**src/shared/seq_defines.svh**
```systemverilog
`ifndef SEQ_DEFINES_SVH
`define SEQ_DEFINES_SVH

// Data memory geometry: 16 rows of two 5-bit words
`define SEQ_DM_WORD_W 5
`define SEQ_DM_ROW_W 4
`define SEQ_DM_ADDR_W 5
`define SEQ_NIBBLE_W 4

// Return stack
`define SEQ_SP_W 2
`define SEQ_SP_RESET 2'h0
`define SEQ_SP_LAST 2'h3
`define SEQ_SP_STEP 2'h1
`define SEQ_STACK_TOP_ROW 4'hf

// Table pointer row and upper address bits from the control register
`define SEQ_PTR_ROW 4'h0
`define SEQ_PAGE_W 2

// Program counter arithmetic
`define SEQ_PM_WORDS 1002
`define SEQ_PM_WORD_W 10
`define SEQ_CALL_INC 1
`define SEQ_RET_INC 2
`define SEQ_LEN_W 2

`endif

```
**src/shared/seq_pkg.sv**
```systemverilog
package seq_pkg;
  // Gray path: idle -> return wait only; idle -> table wait flips both bits
  typedef enum logic [1:0] {
    st_idle = 2'h0,
    st_ret_wait = 2'h1,
    st_table_wait = 2'h3
  } seq_state_t;
endpackage

```
**src/shared/dmem_if.sv**
```systemverilog
`include "seq_defines.svh"

interface dmem_if;
  logic we_lo;
  logic we_hi;
  logic [`SEQ_DM_ROW_W-1:0] waddr;
  logic [`SEQ_DM_WORD_W-1:0] wdata_lo;
  logic [`SEQ_DM_WORD_W-1:0] wdata_hi;
  logic [`SEQ_DM_ROW_W-1:0] raddr;
  logic [`SEQ_DM_WORD_W-1:0] rdata_lo;
  logic [`SEQ_DM_WORD_W-1:0] rdata_hi;
  modport mem (input we_lo, we_hi, waddr, wdata_lo, wdata_hi, raddr,
    output rdata_lo, rdata_hi);
  modport user (output we_lo, we_hi, waddr, wdata_lo, wdata_hi, raddr,
    input rdata_lo, rdata_hi);
endinterface

```
**src/logic/data_memory.sv**
```systemverilog
`include "seq_defines.svh"

module data_memory (
  // Clock
  input wire logic clock,
  // Row port
  dmem_if.mem port
);
  localparam int ROWS = 1 << `SEQ_DM_ROW_W;

  logic [`SEQ_DM_WORD_W-1:0] col_lo [ROWS];
  logic [`SEQ_DM_WORD_W-1:0] col_hi [ROWS];
  logic [`SEQ_DM_WORD_W-1:0] rd_lo_q;
  logic [`SEQ_DM_WORD_W-1:0] rd_hi_q;

  // No reset on the array: contents survive reset, undefined at power-up
  always_ff @(posedge clock) begin
    if (port.we_lo) begin
      col_lo[port.waddr] <= port.wdata_lo;
    end
    if (port.we_hi) begin
      col_hi[port.waddr] <= port.wdata_hi;
    end
    rd_lo_q <= col_lo[port.raddr];
    rd_hi_q <= col_hi[port.raddr];
  end

  assign port.rdata_lo = rd_lo_q;
  assign port.rdata_hi = rd_hi_q;
endmodule // data_memory

```
**src/logic/program_sequencer_stack.sv**
```systemverilog
`include "seq_defines.svh"

// Contract
// - Counter sized for 1002 or 512 words
// - Program memory words are 10 bits wide
// - Sequential step adds instruction length
// - Taken jumps load destination address
// - Load immediate or memory into counter bits
// - Call pushes counter plus one, loads target
// - Return loads top entry plus two
// - Reset or all-clear zeroes counter
// - Stack index up on call, down on return
// - Stack index clears, top row first
// - Stack lives in data memory rows
// - Index overflow or underflow resets counter
// - Data memory is 32 five-bit words
// - Data memory kept across reset
// - First row pair points into program memory
// - Pointer gives low eight, page two bits
module program_sequencer_stack import seq_pkg::*; #(
  parameter int PM_WORDS = `SEQ_PM_WORDS,
  parameter int PC_W = $clog2(PM_WORDS)
) (
  // Clock and reset
  input wire logic clock,
  input wire logic nrst,
  // Decoder requests
  input wire logic all_clear,
  input wire logic step,
  input wire logic [`SEQ_LEN_W-1:0] step_len,
  input wire logic jump_take,
  input wire logic [PC_W-1:0] jump_target,
  input wire logic pc_load,
  input wire logic pc_load_from_mem,
  input wire logic [PC_W-1:0] pc_load_mask,
  input wire logic [PC_W-1:0] pc_load_value,
  input wire logic subroutine_call,
  input wire logic [PC_W-1:0] call_target,
  input wire logic subroutine_return,
  input wire logic table_req,
  input wire logic [`SEQ_PAGE_W-1:0] table_page,
  // Data memory word port
  input wire logic dm_we,
  input wire logic [`SEQ_DM_ADDR_W-1:0] dm_addr,
  input wire logic [`SEQ_DM_WORD_W-1:0] dm_wdata,
  output logic [`SEQ_DM_WORD_W-1:0] dm_rdata,
  // Sequencer state
  output logic busy,
  output logic [PC_W-1:0] program_counter,
  output logic [`SEQ_SP_W-1:0] return_stack_index,
  output logic overrun,
  output logic [`SEQ_PM_WORD_W-1:0] pm_addr,
  output logic table_valid
);
  localparam int RA_W = 2 * `SEQ_DM_WORD_W;

  dmem_if dm ();

  data_memory u_mem (
    .clock(clock),
    .port(dm.mem)
  );

  seq_state_t state_q, state_d;
  logic [PC_W-1:0] pc_q, pc_d;
  logic [`SEQ_SP_W-1:0] sp_q, sp_d;
  logic ovr_q, ovr_d;
  logic col_q, col_d;
  logic [`SEQ_PAGE_W-1:0] page_q, page_d;
  logic tv_q, tv_d;
  logic [`SEQ_PM_WORD_W-1:0] taddr_q, taddr_d;

  logic idle;
  logic [`SEQ_DM_ROW_W-1:0] push_row, pop_row;
  logic [PC_W-1:0] push_val, mem_val;
  logic [RA_W-1:0] ret_addr;
  logic [PC_W-1:0] ret_pc;

  assign idle = (state_q == st_idle);
  assign busy = !idle;

  // Index 0 is the top row; deeper calls walk down one row each
  assign push_row = `SEQ_STACK_TOP_ROW - `SEQ_DM_ROW_W'(sp_q);
  assign pop_row = `SEQ_STACK_TOP_ROW - `SEQ_DM_ROW_W'(sp_q - `SEQ_SP_STEP);
  assign push_val = pc_q + PC_W'(`SEQ_CALL_INC);
  assign ret_addr = {dm.rdata_hi, dm.rdata_lo};
  assign ret_pc = PC_W'(ret_addr) + PC_W'(`SEQ_RET_INC);
  // Memory nibble is copied to every nibble lane; the mask picks the lane
  assign mem_val = PC_W'({3{dm_rdata[`SEQ_NIBBLE_W-1:0]}});

  // Data memory port: stack push wins over a user write in the same cycle
  always_comb begin
    dm.we_lo = 1'b0;
    dm.we_hi = 1'b0;
    dm.waddr = dm_addr[`SEQ_DM_ADDR_W-1:1];
    dm.wdata_lo = dm_wdata;
    dm.wdata_hi = dm_wdata;
    dm.raddr = dm_addr[`SEQ_DM_ADDR_W-1:1];
    if (idle && !all_clear && subroutine_call) begin
      // Plain overwrite of whatever general data sat in the row
      dm.we_lo = 1'b1;
      dm.we_hi = 1'b1;
      dm.waddr = push_row;
      dm.wdata_lo = `SEQ_DM_WORD_W'(RA_W'(push_val));
      dm.wdata_hi = `SEQ_DM_WORD_W'(RA_W'(push_val) >> `SEQ_DM_WORD_W);
    end else if (dm_we) begin
      dm.we_lo = !dm_addr[0];
      dm.we_hi = dm_addr[0];
    end
    if (idle && !all_clear && subroutine_return) begin
      dm.raddr = pop_row;
    end else if (idle && !all_clear && table_req) begin
      dm.raddr = `SEQ_PTR_ROW;
    end
  end

  assign dm_rdata = col_q ? dm.rdata_hi : dm.rdata_lo;

  always_comb begin
    state_d = state_q;
    pc_d = pc_q;
    sp_d = sp_q;
    ovr_d = 1'b0;
    col_d = dm_addr[0];
    page_d = page_q;
    tv_d = 1'b0;
    taddr_d = taddr_q;
    if (all_clear) begin
      state_d = st_idle;
      pc_d = '0;
      sp_d = `SEQ_SP_RESET;
    end else begin
      case (state_q)
        st_idle: begin
          if (subroutine_return) begin
            sp_d = sp_q - `SEQ_SP_STEP;
            if (sp_q == `SEQ_SP_RESET) begin
              pc_d = '0;
              ovr_d = 1'b1;
            end else begin
              state_d = st_ret_wait;
            end
          end else if (subroutine_call) begin
            sp_d = sp_q + `SEQ_SP_STEP;
            if (sp_q == `SEQ_SP_LAST) begin
              pc_d = '0;
              ovr_d = 1'b1;
            end else begin
              pc_d = call_target;
            end
          end else if (table_req) begin
            page_d = table_page;
            state_d = st_table_wait;
          end else if (jump_take) begin
            pc_d = jump_target;
          end else if (pc_load) begin
            pc_d = (pc_q & ~pc_load_mask) |
              ((pc_load_from_mem ? mem_val : pc_load_value) & pc_load_mask);
          end else if (step) begin
            pc_d = pc_q + PC_W'(step_len);
          end
        end
        st_ret_wait: begin
          pc_d = ret_pc;
          state_d = st_idle;
        end
        st_table_wait: begin
          // Page bits above the 8-bit pointer from the two row words
          taddr_d = {page_q, dm.rdata_hi[`SEQ_NIBBLE_W-1:0],
            dm.rdata_lo[`SEQ_NIBBLE_W-1:0]};
          tv_d = 1'b1;
          state_d = st_idle;
        end
        default: begin
          state_d = st_idle;
        end
      endcase
    end
  end

  always_ff @(posedge clock or negedge nrst) begin
    if (!nrst) begin
      state_q <= st_idle;
      pc_q <= '0;
      sp_q <= `SEQ_SP_RESET;
      ovr_q <= 1'b0;
      col_q <= 1'b0;
      page_q <= '0;
      tv_q <= 1'b0;
      taddr_q <= '0;
    end else begin
      state_q <= state_d;
      pc_q <= pc_d;
      sp_q <= sp_d;
      ovr_q <= ovr_d;
      col_q <= col_d;
      page_q <= page_d;
      tv_q <= tv_d;
      taddr_q <= taddr_d;
    end
  end

  assign program_counter = pc_q;
  assign return_stack_index = sp_q;
  assign overrun = ovr_q;
  assign table_valid = tv_q;
  // Table address only shown for the cycle it is valid, else the counter
  assign pm_addr = tv_q ? taddr_q : `SEQ_PM_WORD_W'(pc_q);

  // Checks
  logic ac_n;
  assign ac_n = !all_clear;
endmodule // program_sequencer_stack

```
**config.mk**
```make
export PLATFORM = sky130hd
export DESIGN_NAME = program_sequencer_stack
export DESIGN_NICKNAME = d
export VERILOG_FILES = /design/src/shared/seq_pkg.sv /design/src/shared/dmem_if.sv /design/src/logic/data_memory.sv /design/src/logic/program_sequencer_stack.sv
export VERILOG_INCLUDE_DIRS = /design/src /design/src/shared
export SDC_FILE = /design/constraint.sdc
export NUM_CORES = 1
export LEC_CHECK = 0
export BUFFER_PORTS_ARGS = -buffer_cell sky130_fd_sc_hd__buf_2
export CORE_UTILIZATION = 35
export DETAILED_ROUTE_END_ITERATION = 10
export GPL_TIMING_DRIVEN = 0
export PLACE_DENSITY = 0.62
export SYNTH_ARGS = -nofsm -noshare
export SYNTH_HDL_FRONTEND = slang
export SYNTH_HIERARCHICAL = 1
export SYNTH_SLANG_ARGS = --single-unit
```
**constraint.sdc**
```tcl
create_clock -name clock -period 2.3 [get_ports clock]
set_input_delay 0.345 -clock clock [delete_from_list [all_inputs] [get_ports clock]]
set_output_delay 0.345 -clock clock [all_outputs]
set_load 0.01 [all_outputs]
```
== Yosys cells after proc, flatten, opt, wreduce, memory -nomap -nowiden ==
Memories as Yosys holds them, arrays and structs flattened. A register that Yosys moved wholly into a read port is not among the register bits.
Cells that the tools add are included.

* Bits in registers: 29
* RAM bits: 160
* Input port bits: 65
* Output and inout bits: 30
* Word-level logic and storage cells: 95
* Memories: 2

{| class="wikitable"
|+ Memory list
! memory !! depth !! width !! read ports !! clocked after memory_dff !! wr ports !! line !! RTL
|-
| u_mem.col_hi || 16 || 5 || 1 || 1 || 1 || data_memory.sv:12 || <nowiki>logic [`SEQ_DM_WORD_W-1:0] col_hi [ROWS];</nowiki>
|-
| u_mem.col_lo || 16 || 5 || 1 || 1 || 1 || data_memory.sv:11 || <nowiki>logic [`SEQ_DM_WORD_W-1:0] col_lo [ROWS];</nowiki>
|}

* $add $sub $neg: 8
* Equal/unequal tests: 9
* Mux-type cells: 44
* Bitwise gates (word level): 7
* Reductions and logical operators: 17

{| class="wikitable"
|+ Operators by type and width
! operator !! count
|-
| 2-to-1 mux 10 bit || 11
|-
| bitwise AND 10 bit || 2
|-
| 2-to-1 mux 2 bit || 10
|-
| case mux 10 bit (2 select lines) || 1
|-
| 2-to-1 mux 1 bit || 16
|-
| 2-to-1 mux 5 bit || 3
|-
| 2-to-1 mux 4 bit || 3
|-
| != test 4 bit (second input constant) || 3
|-
| adder 10 x 1 -> 10 bit (second input constant) || 1
|-
| adder 10 x 2 -> 10 bit || 1
|-
| adder 10 x 2 -> 10 bit (second input constant) || 1
|-
| inverter 10 bit || 1
|-
| bitwise OR 10 bit || 1
|-
| subtractor 1 x 3 -> 4 bit (first input constant) || 2
|-
| != test 7 bit (second input constant) || 1
|-
| nonzero test 3 bit || 2
|-
| != test 5 bit (second input constant) || 1
|-
| AND reduction 5 bit || 1
|-
| == test 2 bit (second input constant) || 2
|-
| logical AND 1 bit || 4
|-
| logical NOT 2 bit || 2
|-
| != test 4 x 3 -> 1 bit (second input constant) || 1
|-
| AND reduction 2 bit || 2
|-
| AND reduction 4 bit || 1
|-
| 8 further kinds || 12
|}

== Longest topological paths before layout ==
Gate-level depths: netlist of run 1.

* Word-level depth: 11
* Mapped depth: 11
* Mapped depth without buffers: 8

== By module ==
The synthesis of run 1 kept the hierarchy.

{| class="wikitable"
|+ Modules (own cells, without submodules)
! module !! instances !! cells each !! area an instance (um^2) !! sequential area each (um^2)
|-
| data_memory || 1 || 304 || 6453.7 || 5004.8
|-
| program_sequencer_stack || 1 || 342 || 2795.2 || 725.7
|}

== Worst setup path before layout of run 1 ==
Ideal clock, no wire load.

* Path type: reg-to-reg
* Start: register state_q[0]
* End: memory u_mem/col_lo[0][0] in the netlist's numbering, enable pin
* Setup time: 0.339 ns
* Arrival: 2.013 ns
* Required time: 1.961 ns
* Slack: -0.053 ns
* Cell stages (with the launch flop): 9
* Path buffers: 2
* Clock period less this slack: 2.353 ns
* Cells stage by stage: dfrtp_1 > or2_1 > buf_6 > nor2_4 > nand2_1 > buf_2 > o21ai_0 > or3b_1 > nor2_1

* Longest elaborated chain between the ends: 6
* Elaborated cells between the ends (all ways): 7
* Classes of those cells: 4 x mux; 3 x reduce/logical

{| class="wikitable"
|+ Ends and longest elaborated chain
! what !! line !! RTL
|-
| start, declared || program_sequencer_stack.sv:64 || <nowiki>seq_state_t state_q, state_d;</nowiki>
|-
| start signal, assigned || program_sequencer_stack.sv:183 || <nowiki>state_q <= st_idle;</nowiki>
|-
| start signal, assigned || program_sequencer_stack.sv:192 || <nowiki>state_q <= state_d;</nowiki>
|-
| logical NOT 2 bit || program_sequencer_stack.sv:79 || <nowiki>assign idle = (state_q == st_idle);</nowiki>
|-
| logical AND 1 bit (2 in a row) || program_sequencer_stack.sv:99 || <nowiki>if (idle && !all_clear && subroutine_call) begin</nowiki>
|-
| 2-to-1 mux 1 bit || program_sequencer_stack.sv:99 ||
|-
| net dm.we_lo || dmem_if.sv:4 || <nowiki>logic we_lo;</nowiki>
|-
| 2-to-1 mux 1 bit || data_memory.sv:18 || <nowiki>if (port.we_lo) begin</nowiki>
|-
| 2-to-1 mux 1 bit (implied by the code) || data_memory.sv:19 || <nowiki>col_lo[port.waddr] <= port.wdata_lo;</nowiki>
|-
| end, declared || data_memory.sv:11 ||
|}

The timed path passes the listed nets, and every way through them passes these cells.

== Worst setup path after layout of run 1 ==
* Start: register state_q[1]
* End: register u_mem.rd_lo_q[3] (netlist: u_mem/port.rdata_lo[3]) (read register of u_mem.col_lo)

* Longest elaborated chain between the ends: 5
* Elaborated cells between the ends (all ways): 6
* Classes of those cells: 2 x mux; 4 x reduce/logical

{| class="wikitable"
|+ Ends and longest elaborated chain
! what !! line !! RTL
|-
| logical NOT 2 bit (*) || program_sequencer_stack.sv:79 ||
|-
| logical AND 1 bit (*) || program_sequencer_stack.sv:110, program_sequencer_stack.sv:112 ||
|-
| logical AND 1 bit || program_sequencer_stack.sv:112 || <nowiki>end else if (idle && !all_clear && table_req) begin</nowiki>
|-
| 2-to-1 mux 4 bit || program_sequencer_stack.sv:112 ||
|-
| 2-to-1 mux 4 bit (*) || program_sequencer_stack.sv:110 || <nowiki>if (idle && !all_clear && subroutine_return) begin</nowiki>
|-
| net dm.raddr[0] || dmem_if.sv:9 || <nowiki>logic [`SEQ_DM_ROW_W-1:0] raddr;</nowiki>
|-
| end, declared || data_memory.sv:13 || <nowiki>logic [`SEQ_DM_WORD_W-1:0] rd_lo_q;</nowiki>
|}

Mark *: on every way through the listed nets, which the timed path passes. The rest lies on a longest branch.
A chain may end at the register's enable or synchronous reset.

==> metrics.md, run 1 <==
| Metric | Value |
|---|---|
| Wirelength, routed | `24.6 mm` |
| Yosys synthesis warning count | `6` |
| IO Pins | `between 90 and 100` |
| Worst Max-Slew Pin Slew | `0.708 ns` |
| # diodes | `0` |
| TNS Setup | `-11.41 ns` |
| Layout cells sized above 1 | `0.420` |
| IO Port Bufs | `92` |
| Fmax | `413 MHz` |
| Crit-path max cell delay | `0.54 ns` |
| Worst Path Required | `2.62 ns` |
| Most frequent cells in the layout | `edfxtp_1 (160), buf_2 (104), nand2_1 (47), mux4_2 (38), nor2_4 (34)` |
| Yosys reg bits | `199` |
| Post-DRT Antenna Nets | `0` |
| Crit. End Element | `flip-flop` |
| Post-synthesis sequential area ratio | `0.620` |
| Netlist cell types | `68` |
| Final WS setup | `-0.120 ns` |
| Horiz. Die Dim | `approximately 160 µm` |
| GPL Wtd Cong | `0.883` |
| Worst Hold Class | `in2reg` |
| Mapped cell area | `0.00925 mm²` |
| Number of max-cap violations | `0` |
| Total clock sinks | `199` |
| Clk Latency, worst-skew pair | `0.44 ns` |
| CTS tree | `yes` |
| Layout Skew | `0.0112 ns` |
| Initial antenna violation count | `0` |
| Nets | `roughly 850` |
| RSZ-0062 raised after global routing | `true` |
| Routed len/inst | `about 22 µm` |
| Core box area | `0.0260 mm²` |
| Ys async rst share | `0.146` |
| Leak pwr | `between 4 and 5 nW` |
| Max Root-Sink Buffers | `2` |
| Total power | `9.22 mW` |
| Final hold violation count | `0` |
| Slew Limit Fails | `0` |
| Critical path startpoint | `state_q[1]` |
| Final setup fails | `165` |
| Vias in the first global route | `6003` |
| Startpoint types | `flip-flop` |
| Failing checks | `negative setup slack` |
| First-pass GRT wire length | `36.2 mm` |
| Cells after Synth | `646` |
| Pwr per Cell Area | `791 mW/mm²` |
| Period utilization | `1.05` |
| DRC viols | `0` |
| Cell-by-cell trace of the critical path | `or2_4 > nor2_4 > nand2_2 > o21ai_2 > buf_6 > buf_12 > mux4_2 > a22oi_2 > nand2_1` |
| Design area | `between 0.01 and 0.015 mm²` |
| Vert. Die Dim | `165 µm` |
| First DRT Iteration DRCs | `500` |
| Post-Syn Nets | `719` |
| H-Tree Depth | `4` |
| CTS buffer count | `17` |
| Worst-path clk slew | `around 0.08 ns` |
| Worst r2r src | `state_q[1]` |
| Syn-to-layout area delta | `26.1%` |
| Synth Flop Type | `edfxtp_1` |
| Detail Placement HPWL | `17.2 mm` |
| Crit Path Max Fanout | `6` |
| Die area | `0.0271 mm²` |
| TritonRoute pass-1 iters | `5` |
| Hold WS | `0.132 ns` |
| Residual overflow from global routing | `0` |
| Status | `finished, violations left` |
| Hold_sp | `dm_addr[0]` |
| Fin cells | `1128` |
| Worst relative slew slack | `0.527` |
| Initial Util | `0.356` |
| Vias per inst | `5.35` |
| Vias | `6037` |
| Leading cell type in the layout, fill and taps excluded | `edfxtp_1` |
| WS Path Type | `reg2reg` |
| Avg Cell Area, Syn | `14.3 µm²` |
| CP max stage cell | `mux4_2` |
| Placed cell count | `1073` |
| GRT Overall Usage | `0.185` |
| VDD IR max | `between 0.5 and 0.6 mV` |
| Clock root cell | `clkbuf_16` |
| Period minus WS final | `approximately 2.4 ns` |
| Site Rows | `59` |
| Worst path arrival time | `2.74 ns` |
| Largest net degree at the start of global routing | `30` |
| Cell Area, Placed | `0.0101 mm²` |
| Number of synthesized flops with an enable pin | `160` |
power breakdown:
group,internal [mW],switching (mW)
clock,1.47,1.48
sequential,4.13,0.181
combinational,0.829,1.13
total,6.43,2.79
synthesized netlist by cell type, drive strengths merged (3+ instances only):
library cell  count  area (µm²)
xor2              7        61.3
dfxtp            10         200
and2              7        46.3
buf              30         215
a211oi            8        72.6
edfxtp          160        4800
a21o              3        22.5
mux2i             7        70.1
a22o              3        26.3
mux2             20         225
o21ai            27         139
nand3            16        90.1
dfrtp            29         726
a31oi             4        25.0
nand3b            4        30.0
nand2b            7        43.8
nand2            56         210
xnor2            10        87.6
a21oi            24         120
clkbuf            9        33.8
nor2b             7        43.8
nor3              6        52.6
a22oi            22         165
nor2             53         214
ha                7        87.6
o31ai             4        35.0
nand4             4        25.0
o211ai            4        30.0
inv              21        78.8
mux4             40         946
layer usage:
metal,global-route usage,share of wire
met1,0.249,0.43
met2,0.305,0.49
met3,0.0362,0.064
met4,0.0513,0.014
met5,0,0
worst paths after layout:
check / endpoint / cells after the start / slack [ns]
max in group asynchronous: return_stack_index[0] / 2 / 1.32
min in group asynchronous: program_counter[3] / 2 / 0.50
min: col_q / 1 / 0.13
min reg2reg: taddr_q[9] / 2 / 0.47
max reg2reg: u_mem/port.rdata_lo[3] / 9 / -0.12
max: u_mem/port.rdata_lo[3] / 9 / -0.12
critical path, delay by kind of cell (launching register included):
| family | cells | cell delay, ns |
|---|---|---|
| buf+inv | 2 | 0.35 |
| simple gates | 4 | 0.59 |
| compound gates | 2 | 0.45 |
| flops | 1 | 0.38 |
| mux | 1 | 0.54 |
kinds of logic (layout without fill, tap and decap cells):
group	Yosys count	after routing	synth area share
AOI/OAI and AO/OA	125	125	0.0936
buffers and inverters	60	207	0.0354
and+or+nand+nor	170	170	0.0894
xor gates and xnor gates	17	17	0.0161
DFF	199	199	0.620
adders and majority gates	8	8	0.0116
muxes	67	67	0.134
final cells by class:
class | count | area (µm²)
flip-flops and latches | 199 | 5730
plain buffers | 34 | 280
repair buffers | 121 | 808
clock buffers | 17 | 425
multi-input cells | 387 | 3740
well taps | 335 | 419
clock inverters | 14 | 170
inverters | 21 | 78.8
fillers | 2324 | 14300
through the flow:
| stage | worst slack [ns] | util |
|---|---|---|
| 3_3_place_gp | -0.784 | 0.390 |
| 6_report | -0.120 | 0.449 |
| 2_1_floorplan | -0.0525 | - |
| 4_1_cts | -0.303 | 0.440 |
| 3_5_place_dp | -0.876 | 0.390 |
| 5_1_grt | -0.197 | 0.449 |
flip-flops by register name, summed over array words and instances (netlist names):
| register | count |
|---|---|
| overrun | 1 |
| state_q | 2 |
| u_mem/col_hi | 80 |
| table_valid | 1 |
| u_mem/port.rdata_lo | 5 |
| page_q | 2 |
| taddr_q | 10 |
| col_q | 1 |
| program_counter | 10 |
| u_mem/port.rdata_hi | 5 |
| return_stack_index | 2 |
| u_mem/col_lo | 80 |
repair_timing:
| action | CTS | global route |
|---|---|---|
| setup buffers | 17 | 8 |
| endpoints found under the hold margin | 29 | 0 |
| hold buffers | 1 | 0 |
| endpoints found under the setup margin | 320 | 267 |
| gates resized for setup | 150 | 30 |
| pin swaps | 34 | 24 |
| gates cloned | 1 | 2 |
No activity file was read; power rests on OpenSTA's default activity.
==> run 2: changes to the inputs <==
Settings changed: CORE_UTILIZATION 35 to 50, PLACE_DENSITY 0.62 to 0.8.
==> metrics.md, run 2 (same netlist as run 1, synthesis figures left out) <==
| Metric | Value |
|---|---|
| # diodes | `0 (unchanged)` |
| Clk Latency, worst-skew pair | `0.45 ns (was 0.44 ns)` |
| Worst Hold Class | `in2reg (unchanged)` |
| Pint | `6.40 mW (was 6.44 mW)` |
| Worst-path clk slew | `0.08 ns (about the same)` |
| GRT Overall Usage | `0.284 (was 0.185)` |
| Die area | `0.0190 mm² (was 0.0271 mm²)` |
| IO Port Bufs | `92 (unchanged)` |
| Reg-to-reg slack, setup | `-0.22 ns (was -0.12 ns)` |
| Worst path arrival time | `2.85 ns (was 2.74 ns)` |
| Worst reg2reg endpoint | `u_mem/port.rdata_lo[3] (unchanged)` |
| GPL Wtd Cong | `0.946 (was 0.883)` |
| Status | `finished, violations left (unchanged)` |
| Leak pwr | `4.17 nW (was 4.21 nW)` |
| Placed cell count | `967 (was 1073)` |
| Residual overflow from global routing | `0 (unchanged)` |
| Routed len/inst | `26.5 µm (was 21.9 µm)` |
| Vias in the first global route | `6348 (was 6003)` |
| Most frequent cells in the layout | `edfxtp_1 (160), buf_2 (102), nand2_1 (47), mux4_2 (36), nor2_4 (34) (was edfxtp_1 (160), buf_2 (104), nand2_1 (47), mux4_2 (38), nor2_4 (34))` |
| Vias | `6454 (was 6037)` |
| Period minus WS final | `2.52 ns (was 2.42 ns)` |
| Hold worst-path end | `col_q (unchanged)` |
| Initial Util | `0.513 (was 0.356)` |
| Util after Layout | `0.635 (was 0.449)` |
| CTS buffer count | `17 (unchanged)` |
| Clock root cell | `clkbuf_16 (unchanged)` |
| Layout cells sized above 1 | `0.424 (was 0.420)` |
| Hold_sp | `dm_addr[0] (unchanged)` |
| Comb pwr share | `0.217 (was 0.212)` |
| Fin cells | `1020 (was 1128)` |
| Met2 wire length | `13.5 mm (was 12.0 mm)` |
| Highest Signal Layer | `met4 (unchanged)` |
| Leading cell type in the layout, fill and taps excluded | `edfxtp_1 (unchanged)` |
| First-pass GRT wire length | `39.6 mm (was 36.2 mm)` |
| First DRT Iteration DRCs | `690 (was 500)` |
| Core box area | `0.0180 mm² (was 0.0260 mm²)` |
| Syn-to-layout area delta | `23.8% (was 26.1%)` |
| Period utilization | `1.10 (was 1.05)` |
| Final setup fails | `170 (was 165)` |
| Crit Path Max Fanout | `10 (was 6)` |
| Largest net degree at the start of global routing | `30 (unchanged)` |
| Max Root-Sink Buffers | `2 (unchanged)` |
| Number of max-cap violations | `0 (unchanged)` |
| Site Rows | `49 (was 59)` |
| Startpoint types | `flip-flop (unchanged)` |
| Detail Placement HPWL | `17.0 mm (was 17.2 mm)` |
| Metal3 WL | `1.96 mm (was 1.59 mm)` |
| DRC viols | `0 (unchanged)` |
| Worst Path Required | `2.62 ns (about the same)` |
| Initial antenna violation count | `0 (unchanged)` |
| RSZ-0062 raised after global routing | `true (unchanged)` |
| Cell count of the worst reg-to-reg path | `9 (unchanged)` |
| Worst Max-Slew Pin Slew | `0.739 ns (was 0.708 ns)` |
| Fmax | `396 MHz (was 413 MHz)` |
| Vias per inst | `6.33 (was 5.35)` |
| Nets | `851 (was 854)` |
| Worst r2r src | `state_q[1] (unchanged)` |
| Final WS setup | `-0.225 ns (was -0.120 ns)` |
| Largest registers | `u_mem/col_hi (80), u_mem/col_lo (80) (unchanged)` |
| Horiz. Die Dim | `138 µm (was 165 µm)` |
| Worst Hold Depth | `1 (unchanged)` |
| Vert. Die Dim | `138 µm (was 165 µm)` |
| Total clock sinks | `199 (unchanged)` |
| Clock group share of total power | `0.314 (was 0.321)` |
| Net Sw Frac | `0.308 (was 0.302)` |
| Sequential Power Share | `0.469 (was 0.468)` |
| IO Pins | `95 (unchanged)` |
| Total power | `9.25 mW (was 9.22 mW)` |
| VDD IR max | `0.741 mV (was 0.539 mV)` |
| Layout Skew | `0.0117 ns (was 0.0112 ns)` |
| Pwr per Cell Area | `807 mW/mm² (was 791 mW/mm²)` |
| Final hold violation count | `0 (unchanged)` |
| M1 WL | `10.5 mm (was 10.7 mm)` |
| CTS tree | `yes (unchanged)` |
| H-Tree Depth | `4 (unchanged)` |
| TritonRoute pass-1 iters | `5 (unchanged)` |
| Failing checks | `negative setup slack (unchanged)` |
| Slew Limit Fails | `0 (unchanged)` |
| Switching power | `2.85 mW (was 2.79 mW)` |
| Post-DRT Antenna Nets | `0 (unchanged)` |
| Worst relative slew slack | `0.507 (was 0.527)` |
| Crit. End Element | `flip-flop (unchanged)` |
| WS Path Type | `reg2reg (unchanged)` |
| Wirelength, routed | `27.0 mm (was 24.6 mm)` |
run 2: cell count changes in the layout (fill, tap and decap cells not counted), sizes merged:
cell and change:
inv -1, buf -3, clkinvlp +2
run 2: area by class of cell:
| class | instances | area [µm²] |
|---|---|---|
| timing repair buffer | 118 | 736 |
| buffer | 34 | 285 |
| inverter | 21 | 78.8 |
| clock buffer | 17 | 425 |
| multi-input combinational | 387 | 3760 |
| tap | 229 | 287 |
| clock inverter | 15 | 150 |
| fill | 1273 | 6570 |
| sequential | 199 | 5730 |
run 2: what timing repair did:
action,in CTS,in global routing
endpoints found under the hold margin,29,0
hold buffers,1,0
gates cloned,4,0
setup buffers,17,8
pin swaps,31,26
resized for setup,153,36
endpoints found under the setup margin,316,289
run 2: critical path, stage by stage (launching register included):
cell	delay [ns]
dfrtp_1	0.39
or2_4	0.27
nor2_4	0.17
buf_4	0.15
buf_6	0.10
a32o_1	0.30
clkbuf_4	0.31
mux4_2	0.35
a22oi_2	0.23
nand2_1	0.13
run 2: per-stage QoR:
step / cell area, µm² / hold WS [ns] / setup slack (ns) / TNS (ns)
finish: 11500 / 0.112 / -0.225 / -20.67
global route: 11500 / 0.0972 / -0.282 / -26.90
CTS: 11300 / 0.0952 / -0.303 / -12.41
detailed placement: 10000 / 0.426 / -0.665 / -147.55
global placement: 10000 / 0.420 / -0.568 / -122.92
floorplan: 9250 / 0.0494 / -0.0525 / -1.42
run 2: worst max path at each step:
stage,start,endpoint,slack [ns],cells after the start
6_report,state_q[1],u_mem/port.rdata_lo[3],-0.22,9
3_5_place_dp,subroutine_call,u_mem/col_lo[0][3],-0.67,9
3_3_place_gp,subroutine_call,u_mem/col_lo[0][3],-0.57,9
4_1_cts,state_q[0],u_mem/port.rdata_lo[3],-0.30,12
2_1_floorplan,state_q[0],u_mem/col_lo[0][0],-0.05,8
5_1_grt,state_q[1],u_mem/port.rdata_lo[3],-0.28,9
run 2: metal layers:
layer / GRT usage / vias up
met4: 0.121 / 0
met3: 0.0544 / 70
met1: 0.364 / 3208
met2: 0.476 / 423
met5: 0 / -
li1: - / 2753
run 2: power by group through the flow:
| stage | combinational (mW) | sequential, mW | clock [mW] |
|---|---|---|---|
| final | 2.01 | 4.33 | 2.90 |
| after CTS | 1.88 | 4.33 | 2.92 |
| after floorplan | 1.01 | 4.33 | 0 |
| after global placement | 1.52 | 4.40 | 0 |
| after global routing | 2.10 | 4.34 | 3.08 |
| after detailed placement | 1.55 | 4.41 | 0 |
